**src/core/pcmsp_defs.vh**
```
// Purpose: Shared constants of the serial sample port.
// Assumes: System clock of 100 MHz.
// Notes:   Included by every design file of the port.
`ifndef PCMSP_DEFS_VH
`define PCMSP_DEFS_VH

// ----------------------------------------------------------------
// Timing
// ----------------------------------------------------------------
`define PCMSP_CLK_NS        10
`define PCMSP_FRAME_NS      125000
`define PCMSP_FRAME_CYCLES  (`PCMSP_FRAME_NS / `PCMSP_CLK_NS)
`define PCMSP_MCLK_KHZ      2000
`define PCMSP_CONV_KHZ      256
`define PCMSP_SAMPLE_KHZ    8
`define PCMSP_DIV_MOD       (`PCMSP_MCLK_KHZ / `PCMSP_SAMPLE_KHZ)
`define PCMSP_DIV_STEP      (`PCMSP_CONV_KHZ / `PCMSP_SAMPLE_KHZ)

// ----------------------------------------------------------------
// Slot counting
// ----------------------------------------------------------------
`define PCMSP_CNT_SENT      5'h1F
`define PCMSP_CNT_SAT       5'h1E
`define PCMSP_B2_OFFSET     5'h0A
`define PCMSP_LAST_BIT      5'h07
`define PCMSP_WORD_END      5'h08
`define PCMSP_HOLD_FRAMES   2'h2

// ----------------------------------------------------------------
// Registers (byte addresses)
// ----------------------------------------------------------------
`define PCMSP_TXDATA_OFS    4'h0
`define PCMSP_RXDATA_OFS    4'h4
`define PCMSP_STATUS_OFS    4'h8
`define PCMSP_TXDATA_RST    8'hFF
`define PCMSP_ST_IDL        0
`define PCMSP_ST_B2         1
`define PCMSP_ST_LONG       2
`define PCMSP_ST_STANDBY    3
`define PCMSP_ST_PDOWN      4
`define PCMSP_ST_RXNEW      5
`define PCMSP_ST_DRIVE_OK   6
`define PCMSP_ST_HELD_LOW   7

`endif

```
**src/core/pcmsp_slot_timer.v**
```verilog
// Purpose: Bit-clock edge detection and slot counting for one direction.
// Assumes: Inputs are synchronous to clk.
// Notes:   Count is 0 after falling edge 0; sentinel value before it.
`timescale 1ns/10ps
`include "pcmsp_defs.vh"

module pcmsp_slot_timer (
  // System
  input  wire       clk,
  input  wire       rstn,
  input  wire       ce,
  // Link pins
  input  wire       bitClock,
  input  wire       frameSync,
  input  wire       forceShort,
  // Timing
  output wire       clkRise,
  output wire       clkFall,
  output wire       syncRise,
  output reg  [4:0] slotCnt,
  output reg        longFrame
);

  reg       clkPrev;
  reg       syncPrev;
  reg [1:0] hiFalls;
  wire      syncFall;

  assign clkRise  = bitClock & ~clkPrev;
  assign clkFall  = ~bitClock & clkPrev;
  assign syncRise = frameSync & ~syncPrev;
  assign syncFall = ~frameSync & syncPrev;

  // ----------------------------------------------------------------
  // Slot counter and frame length decision
  // ----------------------------------------------------------------
  // The decision is taken from the previous pulse, so a long pulse
  // can start driving at the sync edge itself.
  always @(posedge clk or negedge rstn) begin
    if (!rstn) begin
      clkPrev   <= 1'b0;
      syncPrev  <= 1'b0;
      slotCnt   <= `PCMSP_CNT_SENT;
      hiFalls   <= 2'h0;
      longFrame <= 1'b0;
    end else if (ce) begin
      clkPrev  <= bitClock;
      syncPrev <= frameSync;
      if (syncRise) begin
        slotCnt <= (longFrame && !forceShort) ? 5'h00 : `PCMSP_CNT_SENT;
        hiFalls <= 2'h0;
      end else begin
        if (clkFall && slotCnt != `PCMSP_CNT_SAT)
          slotCnt <= slotCnt + 5'h01;
        if (clkFall && frameSync && hiFalls != 2'h3)
          hiFalls <= hiFalls + 2'h1;
      end
      if (syncFall)
        longFrame <= (hiFalls >= 2'h2);
    end
  end

endmodule // pcmsp_slot_timer

```
**src/core/pcmsp_serial_port.v**
```verilog
// Purpose: Serial sample port: frame, short and time-slot modes.
// Assumes: All pins synchronous to clk; Avalon-MM register slave.
// Notes:   Samples come from and go to registers, MSB first.
//
// Functional notes
// - Bit-clock pin high two frames selects slot mode
// - Slot mode uses transmit sync, clock, data pins
// - Receive sync level picks channel B1 or B2
// - Low selects B1, high selects B2
// - B1 transmit starts first rising edge
// - B2 transmit starts eleventh rising edge
// - B1 receive starts first falling edge
// - B2 receive starts eleventh falling edge
// - Output floats whenever not sending own slot
// - Float after falling edge 8 or 18
// - Slot mode samples input on transmit falls
// - Divide master clock to 256 and 8 kHz
// - Standby when sync stays low whole frame
// - Power down while power-up pin low
// - Float two frames after any power-up
// - Long frame floats at later end
// - Short frame floats after falling edge 8
// - Frame modes sample on receive clock falls
// - Sync high two falls means long frame
`timescale 1ns/10ps
`include "pcmsp_defs.vh"

module pcmsp_serial_port #(
  parameter FRAME_CYCLES = `PCMSP_FRAME_CYCLES,
  parameter SB_W         = 14
) (
  // System
  input  wire        clk,
  input  wire        rstn,
  input  wire        ce,
  // Avalon-MM slave
  input  wire [3:0]  address,
  input  wire        read,
  input  wire        write,
  input  wire [31:0] writedata,
  output reg  [31:0] readdata,
  output reg         waitrequest,
  // Link pins
  input  wire        masterClock,
  input  wire        rxBitClockModePin,
  input  wire        rxFrameSyncChanSel,
  input  wire        txBitClock,
  input  wire        txFrameSync,
  input  wire        serialSampleIn,
  input  wire        powerUpPin,
  output reg         serialSampleOut,
  output reg         serialSampleOutEn,
  // Internal converter clocks
  output reg         convClockTick,
  output reg         sampleClockTick
);

  // ----------------------------------------------------------------
  // Declarations
  // ----------------------------------------------------------------
  reg  [7:0]      txData;
  reg  [7:0]      rxData;
  reg             rxNew;
  reg  [7:0]      txShift;
  reg  [7:0]      rxShift;
  reg             idlMode;
  reg             chanB2;
  reg  [1:0]      highFrames;
  reg  [1:0]      lowFrames;
  reg             modePinPrev;
  reg             modePinMoved;
  reg             standby;
  reg  [SB_W-1:0] sbCnt;
  reg             bclkSeen;
  reg             mclkSeen;
  reg  [1:0]      guardFrames;
  reg             mclkPrev;
  reg  [7:0]      divAcc;
  reg  [7:0]      sampleDiv;
  wire            tRise;
  wire            tFall;
  wire            tSyncRise;
  wire [4:0]      tCnt;
  wire            tLong;
  wire            rRise;
  wire            rFall;
  wire            rSyncRise;
  wire [4:0]      rCnt;
  wire            rLong;
  wire            rxClkSel;
  wire            rxSyncSel;
  wire            powerDown;
  wire            active;
  wire            driveOk;
  wire [4:0]      stOff;
  wire [4:0]      lastShift;
  wire [4:0]      wordEnd;
  wire            txStart;
  wire            txShiftEv;
  wire            txStop;
  wire            rxCap;
  wire            rxLast;
  wire            mclkRise;
  wire [8:0]      divSum;
  wire            busRd;
  wire            busWr;
  reg  [31:0]     next_readdata;

  // Drive is allowed only from the sync edge after the second floating frame.
  localparam [1:0] GUARD_DONE = `PCMSP_HOLD_FRAMES + 2'h1;

  // ----------------------------------------------------------------
  // Mode, power and channel qualifiers
  // ----------------------------------------------------------------
  // In slot mode both directions follow the transmit clock and sync.
  assign rxClkSel  = idlMode ? txBitClock : rxBitClockModePin;
  assign rxSyncSel = idlMode ? txFrameSync : rxFrameSyncChanSel;
  assign powerDown = ~powerUpPin;
  assign active    = ~powerDown & ~standby & (lowFrames != 2'h2);
  assign driveOk   = active & (guardFrames == GUARD_DONE);
  assign stOff     = (idlMode && chanB2) ? `PCMSP_B2_OFFSET : 5'h00;
  assign lastShift = stOff + `PCMSP_LAST_BIT;
  assign wordEnd   = stOff + `PCMSP_WORD_END;
  assign mclkRise  = masterClock & ~mclkPrev;
  assign divSum    = {1'b0, divAcc} + 9'h020;

  // ----------------------------------------------------------------
  // Slot timers, one per direction
  // ----------------------------------------------------------------
  pcmsp_slot_timer u_txTimer (
    .clk        (clk),
    .rstn       (rstn),
    .ce         (ce),
    .bitClock   (txBitClock),
    .frameSync  (txFrameSync),
    .forceShort (idlMode),
    .clkRise    (tRise),
    .clkFall    (tFall),
    .syncRise   (tSyncRise),
    .slotCnt    (tCnt),
    .longFrame  (tLong)
  );

  pcmsp_slot_timer u_rxTimer (
    .clk        (clk),
    .rstn       (rstn),
    .ce         (ce),
    .bitClock   (rxClkSel),
    .frameSync  (rxSyncSel),
    .forceShort (idlMode),
    .clkRise    (rRise),
    .clkFall    (rFall),
    .syncRise   (rSyncRise),
    .slotCnt    (rCnt),
    .longFrame  (rLong)
  );

  // ----------------------------------------------------------------
  // Transmit and receive slot events
  // ----------------------------------------------------------------
  // A long frame drives from the sync edge; the others wait for the
  // rising edge that follows falling edge 0 plus the channel offset.
  assign txStart = driveOk & ((!idlMode && tLong) ? tSyncRise :
                              (tRise && tCnt == stOff));
  assign txShiftEv = serialSampleOutEn & tRise & (tCnt > stOff) &
                     (tCnt <= lastShift);
  // A long pulse outlasting the word keeps the output driven.
  assign txStop  = serialSampleOutEn & (tCnt != `PCMSP_CNT_SENT) &
                   (tCnt >= wordEnd) &
                   ((idlMode || !tLong) || !txFrameSync);
  assign rxCap   = active & rFall & (rCnt != `PCMSP_CNT_SENT) &
                   (rCnt >= stOff) & (rCnt <= lastShift);
  assign rxLast  = rxCap & (rCnt == lastShift);

  // ----------------------------------------------------------------
  // Serial output path
  // ----------------------------------------------------------------
  // The enable drops at once on power loss or standby so the shared
  // line is released even in the middle of a word.
  always @(posedge clk or negedge rstn) begin
    if (!rstn) begin
      serialSampleOut   <= 1'b0;
      serialSampleOutEn <= 1'b0;
      txShift           <= 8'h00;
    end else if (ce) begin
      if (!active) begin
        serialSampleOutEn <= 1'b0;
      end else if (txStart) begin
        serialSampleOut   <= txData[7];
        txShift           <= {txData[6:0], 1'b0};
        serialSampleOutEn <= 1'b1;
      end else if (txStop) begin
        serialSampleOutEn <= 1'b0;
      end else if (txShiftEv) begin
        serialSampleOut <= txShift[7];
        txShift         <= {txShift[6:0], 1'b0};
      end
    end
  end

  // ----------------------------------------------------------------
  // Serial input path
  // ----------------------------------------------------------------
  // The new word flag is set by the last bit and cleared by a read of
  // the receive register; a set in the same cycle wins.
  always @(posedge clk or negedge rstn) begin
    if (!rstn) begin
      rxShift <= 8'h00;
      rxData  <= 8'h00;
      rxNew   <= 1'b0;
    end else if (ce) begin
      if (rxCap)
        rxShift <= {rxShift[6:0], serialSampleIn};
      if (rxLast) begin
        rxData <= {rxShift[6:0], serialSampleIn};
        rxNew  <= 1'b1;
      end else if (busRd && address == `PCMSP_RXDATA_OFS) begin
        rxNew <= 1'b0;
      end
    end
  end

  // ----------------------------------------------------------------
  // Interface mode detection
  // ----------------------------------------------------------------
  // The mode pin counts as held only if it did not move at all
  // between two sync edges, so a running bit clock never matches.
  always @(posedge clk or negedge rstn) begin
    if (!rstn) begin
      modePinPrev  <= 1'b0;
      modePinMoved <= 1'b1;
      highFrames   <= 2'h0;
      lowFrames    <= 2'h0;
      idlMode      <= 1'b0;
      chanB2       <= 1'b0;
    end else if (ce) begin
      modePinPrev <= rxBitClockModePin;
      if (tSyncRise) begin
        modePinMoved <= 1'b0;
        if (modePinMoved || (rxBitClockModePin != modePinPrev)) begin
          highFrames <= 2'h0;
          lowFrames  <= 2'h0;
          idlMode    <= 1'b0;
        end else if (rxBitClockModePin) begin
          lowFrames <= 2'h0;
          if (highFrames != 2'h2)
            highFrames <= highFrames + 2'h1;
          idlMode <= (highFrames >= 2'h1);
        end else begin
          highFrames <= 2'h0;
          idlMode    <= 1'b0;
          if (lowFrames != 2'h2)
            lowFrames <= lowFrames + 2'h1;
        end
        chanB2 <= rxFrameSyncChanSel;
      end else if (rxBitClockModePin != modePinPrev) begin
        modePinMoved <= 1'b1;
      end
    end
  end

  // ----------------------------------------------------------------
  // Standby and power-up hold-off
  // ----------------------------------------------------------------
  // Standby needs both clocks seen during the silent frame; with the
  // clocks stopped the port simply keeps its state.
  always @(posedge clk or negedge rstn) begin
    if (!rstn) begin
      standby     <= 1'b0;
      sbCnt       <= {SB_W{1'b0}};
      bclkSeen    <= 1'b0;
      mclkSeen    <= 1'b0;
      guardFrames <= 2'h0;
    end else if (ce) begin
      if (tSyncRise) begin
        sbCnt    <= {SB_W{1'b0}};
        bclkSeen <= 1'b0;
        mclkSeen <= 1'b0;
        standby  <= 1'b0;
      end else begin
        if (sbCnt != FRAME_CYCLES[SB_W-1:0])
          sbCnt <= sbCnt + {{(SB_W-1){1'b0}}, 1'b1};
        if (tFall)
          bclkSeen <= 1'b1;
        if (mclkRise)
          mclkSeen <= 1'b1;
        if (sbCnt == FRAME_CYCLES[SB_W-1:0] && bclkSeen && mclkSeen)
          standby <= 1'b1;
      end
      // The sync edge that ends standby is the first hold-off frame.
      if (powerDown)
        guardFrames <= 2'h0;
      else if (tSyncRise && (standby || guardFrames != GUARD_DONE))
        guardFrames <= (standby ? 2'h0 : guardFrames) + 2'h1;
      else if (standby)
        guardFrames <= 2'h0;
    end
  end

  // ----------------------------------------------------------------
  // Converter clock pre-scaler
  // ----------------------------------------------------------------
  // 256 kHz is not an integer fraction of 2000 kHz, so a phase
  // accumulator spreads 32 ticks over each 250 master clock cycles.
  always @(posedge clk or negedge rstn) begin
    if (!rstn) begin
      mclkPrev        <= 1'b0;
      divAcc          <= 8'h00;
      sampleDiv       <= 8'h00;
      convClockTick   <= 1'b0;
      sampleClockTick <= 1'b0;
    end else if (ce) begin
      mclkPrev        <= masterClock;
      convClockTick   <= 1'b0;
      sampleClockTick <= 1'b0;
      if (mclkRise && !powerDown) begin
        if (divSum >= `PCMSP_DIV_MOD) begin
          divAcc        <= divSum[7:0] - 8'hFA;
          convClockTick <= 1'b1;
        end else begin
          divAcc <= divSum[7:0];
        end
        if (sampleDiv == 8'hF9) begin
          sampleDiv       <= 8'h00;
          sampleClockTick <= 1'b1;
        end else begin
          sampleDiv <= sampleDiv + 8'h01;
        end
      end
    end
  end

  // ----------------------------------------------------------------
  // Avalon-MM register slave
  // ----------------------------------------------------------------
  // Every access completes one cycle after it is seen: waitrequest
  // drops for exactly one cycle, at which edge the access is taken.
  assign busRd = read & ~waitrequest;
  assign busWr = write & ~waitrequest;

  always @* begin
    next_readdata = 32'h0000_0000;
    case (address)
      `PCMSP_TXDATA_OFS: next_readdata[7:0] = txData;
      `PCMSP_RXDATA_OFS: next_readdata[7:0] = rxData;
      `PCMSP_STATUS_OFS: begin
        next_readdata[`PCMSP_ST_IDL]      = idlMode;
        next_readdata[`PCMSP_ST_B2]       = chanB2;
        next_readdata[`PCMSP_ST_LONG]     = tLong;
        next_readdata[`PCMSP_ST_STANDBY]  = standby;
        next_readdata[`PCMSP_ST_PDOWN]    = powerDown;
        next_readdata[`PCMSP_ST_RXNEW]    = rxNew;
        next_readdata[`PCMSP_ST_DRIVE_OK] = driveOk;
        next_readdata[`PCMSP_ST_HELD_LOW] = (lowFrames == 2'h2);
      end
      default: next_readdata = 32'h0000_0000;
    endcase
  end

  always @(posedge clk or negedge rstn) begin
    if (!rstn) begin
      waitrequest <= 1'b1;
      readdata    <= 32'h0000_0000;
      txData      <= `PCMSP_TXDATA_RST;
    end else if (ce) begin
      if (!waitrequest) begin
        waitrequest <= 1'b1;
      end else if (read || write) begin
        waitrequest <= 1'b0;
        readdata    <= read ? next_readdata : 32'h0000_0000;
      end
      if (busWr && address == `PCMSP_TXDATA_OFS)
        txData <= writedata[7:0];
    end
  end

endmodule // pcmsp_serial_port

```
**config.mk**
```make
export PLATFORM = sky130hd
export DESIGN_NAME = pcmsp_serial_port
export DESIGN_NICKNAME = d
export VERILOG_FILES = /design/src/core/pcmsp_slot_timer.v /design/src/core/pcmsp_serial_port.v
export VERILOG_INCLUDE_DIRS = /design/src /design/src/core
export SDC_FILE = /design/constraint.sdc
export NUM_CORES = 1
export LEC_CHECK = 0
export BUFFER_PORTS_ARGS = -buffer_cell sky130_fd_sc_hd__buf_2
export CAP_MARGIN = 5
export CORE_ASPECT_RATIO = 1.75
export CORE_MARGIN = 10
export CORE_UTILIZATION = 49
export DETAILED_ROUTE_END_ITERATION = 12
export PLACE_DENSITY = 0.71
export SLEW_MARGIN = 0
export SYNTH_ARGS = -nofsm -noshare
export SYNTH_HDL_FRONTEND = slang
export SYNTH_SLANG_ARGS = --single-unit
```
**constraint.sdc**
```tcl
create_clock -name clk -period 2.6 [get_ports clk]
set_input_delay 0.52 -clock clk [delete_from_list [all_inputs] [get_ports clk]]
set_output_delay 0.52 -clock clk [all_outputs]
set_load 0.1 [all_outputs]
```
=== Word-level counts from Yosys, hierarchy flattened ===
Cells that the tools add are included.

* Bits in registers: 133
* Bits of input ports: 48
* Output and inout port bits: 37
* Word-level logic and storage cells: 230

* $add $sub $neg: 13
* Magnitude comparators: 9
* Eq/ne operators: 22
* Mux-type cells: 56
* Bitwise operators: 36
* Reductions and logical operators: 59

{| class="wikitable"
|+ Operators with widths
! cell !! number
|-
| $mux W8 || 6
|-
| $reduce_and A2 Y1 || 18
|-
| $mux W5 || 6
|-
| $mux W14 || 2
|-
| $mux W1 || 27
|-
| $mux W2 || 13
|-
| $and A1 B1 Y1 || 25
|-
| $pmux W8 S3 || 1
|-
| $reduce_bool A2 Y1 || 11
|-
| $ne A5 B5 Y1 const B || 4
|-
| $logic_and A1 B1 Y1 || 16
|-
| $add A14 B1 Y14 const B || 1
|-
| $eq A14 B14 Y1 const B || 1
|-
| $ne A14 B14 Y1 const B || 1
|-
| $ne A2 B2 Y1 const B || 6
|-
| $not A1 Y1 || 11
|-
| $add A2 B1 Y2 const B || 5
|-
| $add A5 B1 Y5 const B || 2
|-
| $le A5 B5 Y1 || 2
|-
| $add A8 B6 Y9 const B || 1
|-
| $ge A9 B8 Y1 const B || 1
|-
| $reduce_and A3 Y1 || 3
|-
| $add A8 B1 Y8 const B || 1
|-
| $eq A8 B8 Y1 const B || 1
|-
| other kinds (21) || 30
|}

=== Longest topological paths before layout ===
Gate-level depths: netlist of run 1.

* Depth in word-level cells: 10
* Mapped depth: 10
* Depth with buffers taken out: 9

=== Hierarchy ===
Synthesis of run 1 repeated with hierarchy kept, for this count alone.

* Cells, all modules: 630
* Area total of the unflattened synthesis: 6,327.3 um^2

{| class="wikitable"
|+ By module, submodules not included
! module !! instances !! cells each !! area an instance (um^2)
|-
| pcmsp_serial_port || 1 || 500 || 5,082.4
|-
| pcmsp_slot_timer (u_txTimer) || 1 || 65 || 634.4
|-
| pcmsp_slot_timer (u_rxTimer) || 1 || 65 || 610.6
|}

=== Worst setup path before layout of run 1 ===
Ideal clock, no wire load.

* Kind: register to register
* Start: register serialSampleOutEn
* End: register serialSampleOut
* Library setup time: 0.125 ns
* Arrival time: 2.456 ns
* Slack: 0.018 ns
* Stages on the path, launching flop included: 6
* Path buffers: 0
* Cell sequence: dfrtp_1 -> nand3b_1 -> a211o_1 -> or4_4 -> a21oi_4 -> mux2_2

* Longest elaborated chain between the ends: 5

{| class="wikitable"
|+ RTL lines
! what !! line !! text
|-
| from (decl) || pcmsp_serial_port.v:52 || <nowiki>output reg serialSampleOutEn,</nowiki>
|-
| from (signal assigned) || pcmsp_serial_port.v:183 || <nowiki>serialSampleOutEn <= 1'b0;</nowiki>
|-
| from (signal assigned) || pcmsp_serial_port.v:187 || <nowiki>serialSampleOutEn <= 1'b0;</nowiki>
|-
| from (signal assigned) || pcmsp_serial_port.v:191 || <nowiki>serialSampleOutEn <= 1'b1;</nowiki>
|-
| $and A1 B1 Y1, on equally long branches (3 in series) || pcmsp_serial_port.v:168, pcmsp_serial_port.v:165 ||
|-
| $ne A2 B2 Y1 (no source line) or $reduce_bool A2 Y1 (tied branches) || n/a ||
|-
| $reduce_and A4 Y1 (no source line) (*) || n/a ||
|-
| to (signal assigned) || pcmsp_serial_port.v:189 || <nowiki>serialSampleOut <= txData[7];</nowiki>
|-
| to (signal assigned) || pcmsp_serial_port.v:195 || <nowiki>serialSampleOut <= txShift[7];</nowiki>
|-
| to (decl) || pcmsp_serial_port.v:51 || <nowiki>output reg serialSampleOut,</nowiki>
|}

Every way passes the cells marked *; elsewhere a longest branch is shown, timed or not.
A chain may end at the register's enable or synchronous reset.

=== Worst setup path after layout of run 1 ===
* Start: register u_txTimer.slotCnt[1]
* End: register txShift[2]

* Longest elaborated chain between the ends: 6

{| class="wikitable"
|+ RTL lines
! what !! line !! text
|-
| from (decl) || pcmsp_slot_timer.v:20 || <nowiki>output reg [4:0] slotCnt,</nowiki>
|-
| from (signal assigned) || pcmsp_slot_timer.v:43 || <nowiki>slotCnt <= `PCMSP_CNT_SENT;</nowiki>
|-
| from (signal assigned) || pcmsp_slot_timer.v:50 || <nowiki>slotCnt <= (longFrame && !forceShort) ? 5'h00 : `PCMSP_CNT_SENT;</nowiki>
|-
| from (signal assigned) || pcmsp_slot_timer.v:54 || <nowiki>slotCnt <= slotCnt + 5'h01;</nowiki>
|-
| parallel branches: the longest is 6 deep, another holds $ge A5 B5 Y1 || n/a ||
|-
| to (signal assigned) || pcmsp_serial_port.v:190 || <nowiki>txShift <= {txData[6:0], 1'b0};</nowiki>
|-
| to (signal assigned) || pcmsp_serial_port.v:196 || <nowiki>txShift <= {txShift[6:0], 1'b0};</nowiki>
|-
| to (decl) || pcmsp_serial_port.v:64 || <nowiki>reg [7:0] txShift;</nowiki>
|}

Several ways; the timed one is not identified.

==> flow_summary.yaml, run 1 <==
timing:
  tns_ps: 0
  min_period_ps: 2591
  fin_hold_ws_ps: 100.2
  drv_slew: 0
  fmax_ghz: 0.3859
  rsz0062_at_grt: "yes"
  max_slew_margin_pct: 54.64
  setup_viol: 0
  fin_crit_sh_pct: 99.66
  hold_viol_final: 0
  skew_ps: 6.842
  worst_slew_pin_slew_ps: 677.5
yosys:
  synthFlopType: "dfrtp_1"
  synthDominantCellAreaShare_pct: 37.02
  synth_largest_area_cell: "dfrtp_1"
  ys_seq_area_share_pct: 45.96
  syn-cell-area_mm2: 0.005881
  yosysUniqueCellTypes: 67
  synth-warning-count: 0
  netlist_instances: 573
  synthArstFlopShare_pct: 100.0
  syn_avg_cell_area_um2: 10.26
  synth_edf_count: 0
  synth_common_cells: "dfrtp_1 (87), nor2_1 (55), nand2_1 (45)"
  synth.most_common_cell: "dfrtp_1"
  ys_ff_latch: 107
  synthTopCellsByArea: "dfrtp_1 (37%), dfstp_2 (8.9%), mux2_2 (8.0%)"
finish:
  final_nets: 707
  ff_latch_area_mm2: 0.002703
  areaGrowthSynthToFinish_pct: 13.53
  diodes: 0
  nFillCells: 984
  final_layout_size_suffix_gt1_share_pct: 24.76
  fin_area_mm2: 0.006676
  fin_util_pct: 57.33
  multiInputGateArea_mm2: 0.002968
clocking:
  path_clk_slew_ps: 70
  clock_latency_ps: 340
  clockBufferDepth: 2
  cts_made_buffers: 9
  cts.sinks: 107
  cts_root_buf: "clkbuf_16"
  cts_tree: "built"
  cts_hold_buf: 0
  htreeDepth: 3
placed_design:
  dpl.hpwl_um: 9884
  dpl_cell_area_mm2: 0.006245
  place_congestion: 0.8491
  io_buffers: 36
grt:
  antenna_found_initial: 0
  grt_pass1_wl_um: 21160
  grt_max_degree: 45
  track_usage_pct: 15.46
  overflow: 0
  grt_pass1_vias: 4501
drt:
  drc: 0
  ant_nets: 0
  drtPass1Iterations: 4
  via_per_inst: 5.741
  routedWlPerCell_um: 16.89
  drt_iter0_markers: 221
  vias: 4415
  drt-total-wl_um: 12990
floorplanning:
  die_w_um: 102.8
  core_mm2: 0.01165
  die_h_um: 164.9
  rows: 52
  start_util_pct: 50.49
  die-area_mm2: 0.01696
  pin_count: 85
power:
  p_per_area_mw_per_mm2: 776.0
  p_leak_nw: 3.146
  vdd_drop_max_v: 0.0003267
  total_power_mw: 5.181
flow_run:
  maxCapViolCount: 0
setup_path:
  required_ps: 2830
  arrival_ps: 2820
  start_kind: "register"
  worst-path-max-fanout: 8
  crit_type: "reg -> reg"
  cp-end-kind: "register"
run_status:
  status: "finished clean"
worst_hold_path:
  hp-class: "in -> async"
## sequential cells by signal, indices dropped and copies added, names as in the netlist, 2 cells and up
register and flops:
sbCnt 14, readdata 8, rxData 8, sampleDiv 8, txData 8, divAcc 7, rxShift 7, txShift 7
u_rxTimer.slotCnt 5, u_txTimer.slotCnt 5, guardFrames 2, highFrames 2, lowFrames 2, u_rxTimer.hiFalls 2, u_txTimer.hiFalls 2
## through the flow
step | cells | setup slack [ps]
6_report | 769 | 8.876
5_1_grt | 769 | -54.24
4_1_cts | 765 | 0.9746
3_5_place_dp | 749 | -8.146
3_3_place_gp | 749 | 38.02
2_1_floorplan | 596 | 18.36
## cells in the final DEF, fill, tap and decap left out, types with 12 or more instances in the layout
cell type / instances
a21oi_1: 18
buf_2: 35
buf_4: 26
conb_1: 24
dfrtp_1: 87
dfstp_2: 20
ha_1: 27
inv_1: 25
mux2_2: 35
mux2i_1: 13
nand2_1: 45
nand3_1: 14
nor2_1: 54
o21ai_0: 30
xor2_1: 12
## report_power, final
group | switching (mW) | internal, mW | total, mW
sequential | 0.332 | 2.02 | 2.35
clock | 0.584 | 0.867 | 1.45
combinational | 0.810 | 0.569 | 1.38
## per-layer routing
layer | GRT usage [%] | up-vias | share of wire (%)
met2 | 29.51 | 90 | 56
met1 | 15.90 | 2208 | 37
met5 | 0 | - | 0
met4 | 5.337 | 0 | 2.0
met3 | 3.264 | 20 | 5.2
li1 | - | 2097 | -
## path summary, 6_finish.rpt
path | startpoint | to | slack, ps | cells past startpoint
setup / recovery | u_txTimer.slotCnt[1]$_DFFE_PN1P_ | txShift[2]$_DFFE_PN0P_ | 9 | 9
hold / removal | rstn | rxData[1]$_DFFE_PN0P_ | 100 | 1
setup reg to reg | u_txTimer.slotCnt[1]$_DFFE_PN1P_ | txShift[2]$_DFFE_PN0P_ | 9 | 9
hold reg to reg | divAcc[4]$_DFFE_PN0P_ | divAcc[4]$_DFFE_PN0P_ | 480 | 1
max in group asynchronous | rstn | txData[1]$_DFFE_PN1P_ | 1680 | 2
min in group clk | writedata[3] | txData[3]$_DFFE_PN1P_ | 410 | 2
## final cells by class
type / instances / area share, %
repair buffers: 63 / 6.147
clock buffers: 11 / 3.636
clock inverters: 5 / 1.162
well taps: 135 / 2.530
multi-input cells: 421 / 44.45
inverters: 27 / 1.593
flip-flops and latches: 107 / 40.48
## critical path: stages, from the launching register on
cell and delay, ps:
dfstp_2 600, inv_2 70, ha_4 150, or2b_4 190, a211oi_1 70, a211o_1 250
or4_4 500, a21oi_4 190, buf_12 150, mux2_4 300
## logic make-up after synthesis
family | synth area share, %
mux | 10.26
fa+ha+maj | 6.553
simple gates | 15.64
flops | 45.96
other cells | 0.06377
buf+inv | 6.213
compound gates | 11.89
xor+xnor | 3.425
## timing repair
| action | CTS | global route |
|---|---|---|
| pin swaps | 1 | 5 |
| endpoints found under the setup margin | 7 | 8 |
| endpoints found under the hold margin | 0 | 0 |
| setup buffers | 0 | 4 |
| gates resized for setup | 0 | 16 |
Note: power is estimated with default switching activity, not from simulation.
==> inputs of run 2 (changes only) <==
--- a/config.mk
+++ b/config.mk
@@ -8,11 +8,13 @@
 export LEC_CHECK = 0
 export BUFFER_PORTS_ARGS = -buffer_cell sky130_fd_sc_hd__buf_2
 export CAP_MARGIN = 5
+export CELL_PAD_IN_SITES_DETAIL_PLACEMENT = 1
+export CELL_PAD_IN_SITES_GLOBAL_PLACEMENT = 2
 export CORE_ASPECT_RATIO = 1.75
-export CORE_MARGIN = 10
-export CORE_UTILIZATION = 49
+export CORE_MARGIN = 5
+export CORE_UTILIZATION = 33
 export DETAILED_ROUTE_END_ITERATION = 12
-export PLACE_DENSITY = 0.71
+export PLACE_DENSITY = 0.74
 export SLEW_MARGIN = 0
 export SYNTH_ARGS = -nofsm -noshare
 export SYNTH_HDL_FRONTEND = slang
==> run 2 against run 1 <==
- largest power group unchanged
- cell count up 13%
- final area up 1.4%
- sequential share of layout area decreased by 0.56 points
- worst hold slack gained 26 ps
- clock-buffer cell count is the same
- the run now ends with negative setup slack left
- first-iteration DRC count down 52%
- clock power is 7% lower
- largest cell class unchanged
- critical endpoint is now txShift[6]$_DFFE_PN0P_
- global-route usage fell by 1.0 points
- clock skew increased by 7.6 ps
- fmax is 0.37% lower
- power down 0.75%
- critical path depth is the same
==> flow_summary.yaml, run 2 (synthesized netlist as in run 1, its figures left out) <==
drt:
  drt_iter0_markers: 105
  drtPass1Iterations: 4
  drc: 0
  vias: 4350
  drt-total-wl_um: 14600
  routedWlPerCell_um: 16.80
  via_per_inst: 5.006
  ant_nets: 0
grt:
  grt_pass1_wl_um: 24410
  grt_pass1_vias: 4954
  overflow: 0
  track_usage_pct: 14.45
  antenna_found_initial: 0
  grt_max_degree: 51
timing:
  fmax_ghz: 0.3845
  setup_viol: 2
  min_period_ps: 2601
  tns_ps: -1.419
  worst_slew_pin_slew_ps: 752.7
  fin_crit_sh_pct: 100.0
  hold_viol_final: 0
  drv_slew: 0
  skew_ps: 14.48
  max_slew_margin_pct: 49.60
  fin_hold_ws_ps: 125.9
  finalWorstSetupSlack_ps: -0.7878
  rsz0062_at_grt: "yes"
clocking:
  cts.sinks: 107
  htreeDepth: 3
  clock_latency_ps: 360
  cts_tree: "built"
  clockBufferDepth: 2
  cts_root_buf: "clkbuf_16"
  cts_made_buffers: 9
  path_clk_slew_ps: 80
floorplanning:
  core_mm2: 0.01754
  rows: 64
  pin_count: 85
  start_util_pct: 33.53
  die_w_um: 110.9
  die_h_um: 186.6
  die-area_mm2: 0.02070
setup_path:
  slowest_delay_ps: 570
  ff2ff_path_depth: 9
  arrival_ps: 2840
  worstPathCellList: "ha_2, and3_1, ha_1, a2111oi_1, o311a_4, or4_4, a21oi_4, buf_12, mux2_2"
  crit_family: "simple AND/OR/NAND/NOR gates"
  crit_type: "reg -> reg"
  r2r-start: "u_txTimer.slotCnt[1]$_DFFE_PN1P_"
  r2r_slack_ps: -0.8
  cpMaxStageDelayCell: "dfstp_2"
  required_ps: 2840
  worst-path-max-fanout: 8
  crit_path_end: "txShift[6]$_DFFE_PN0P_"
  r2r_end: "txShift[6]$_DFFE_PN0P_"
  crit_start: "u_txTimer.slotCnt[1]$_DFFE_PN1P_"
  cp-end-kind: "register"
  crit_buf_inv: 1
  cp.depth: 9
  start_kind: "register"
power:
  p_int_mw: 3.304
  total_power_mw: 5.142
  switching_power_mw: 1.838
  switching_share_pct: 35.75
  clockPowerShare_pct: 26.2
  power.share.sequential_pct: 45.6
  pwr-share-comb_pct: 28.2
  vdd_drop_max_v: 0.0002857
  p_leak_nw: 3.148
  p_per_area_mw_per_mm2: 759.6
finish:
  largest_reg_flops: 14
  mostFrequentLayoutCell: "dfrtp_1"
  final_nets: 711
  final_cells: 869
  ff_latch_area_mm2: 0.002703
  final_cell_mix: "dfrtp_1 (87), nor2_1 (55), nand2_1 (45), mux2_2 (41), buf_2 (35)"
  multiInputGateArea_mm2: 0.002942
  fin_util_pct: 38.61
  final_layout_size_suffix_gt1_share_pct: 25.08
  nFillCells: 1968
  diodes: 0
  areaGrowthSynthToFinish_pct: 15.13
  regMostFlops: "sbCnt"
flow_run:
  maxCapViolCount: 0
placed_design:
  io_buffers: 36
  dpl.hpwl_um: 11390
  dp_cells: 850
  place_congestion: 0.7722
worst_hold_path:
  hp-class: "in -> async"
run_status:
  violations: "negative setup slack"
  status: "finished, violations left"
## run 2: cell count changes in the layout (fill, tap and decap cells not counted), sizes merged
cell,before,now
buf,63,67
bufinv,2,0
inv,26,28
clkinv,3,4
clkinvlp,1,0
## run 2: layout make-up
class                   instances  share of cell area (%)
flip-flops and latches        107                   39.92
inverters                      27                   1.571
multi-input cells             421                   43.45
clock buffers                  11                   3.585
repair buffers                 67                   6.505
well taps                     231                   4.269
clock inverters                 5                  0.7023
## run 2: power groups by stage
stage / Combinational, mW / Clock (mW) / Sequential (mW)
after CTS: 1.43 / 1.41 / 2.35
after floorplan: 1.02 / 0 / 2.31
after global routing: 1.61 / 1.46 / 2.39
after detailed placement: 1.43 / 0 / 2.38
final: 1.45 / 1.35 / 2.35
after global placement: 1.35 / 0 / 2.35
## run 2: through the flow
| step | instance area [µm²] | setup WS (ps) |
|---|---|---|
| final | 6770 | -0.7878 |
| after CTS | 6713 | 2.669 |
| after global routing | 6770 | -77.00 |
| after floorplan | 5967 | 18.36 |
| after global placement | 6402 | -9.687 |
| after detailed placement | 6402 | -61.01 |
## run 2: worst register-to-register path, stage by stage, from the launching register on
cell	delay (ps)
dfstp_2	570
ha_2	180
and3_1	160
ha_1	140
a2111oi_1	70
o311a_4	170
or4_4	540
a21oi_4	180
buf_12	140
mux2_2	330
## run 2: per-layer routing
metal	GRT usage (%)	up-vias	routed length [µm]
met5	0	-	0
met4	7.160	0	436
met3	1.686	23	278
met2	28.95	57	8623
met1	14.22	2183	5264
li1	-	2087	-
## run 2: worst min path at each step
stage / to / slack, ps / depth (start not counted)
2_1_floorplan: bclkSeen$_DFFE_PN0P_ / 220 / 0
3_3_place_gp: divAcc[4]$_DFFE_PN0P_ / 460 / 1
3_5_place_dp: sampleClockTick$_DFFE_PN0P_ / 470 / 1
4_1_cts: bclkSeen$_DFFE_PN0P_ / 130 / 1
5_1_grt: bclkSeen$_DFFE_PN0P_ / 150 / 1
6_report: bclkSeen$_DFFE_PN0P_ / 130 / 1
## run 2: what timing repair did
| item | in CTS | in global routing |
|---|---|---|
| hold buffers | 0 | 0 |
| resized for setup | 0 | 10 |
| buffers inserted | 1 | 2 |
| endpoints found under the setup margin | 7 | 22 |
| pin swaps | 1 | 4 |
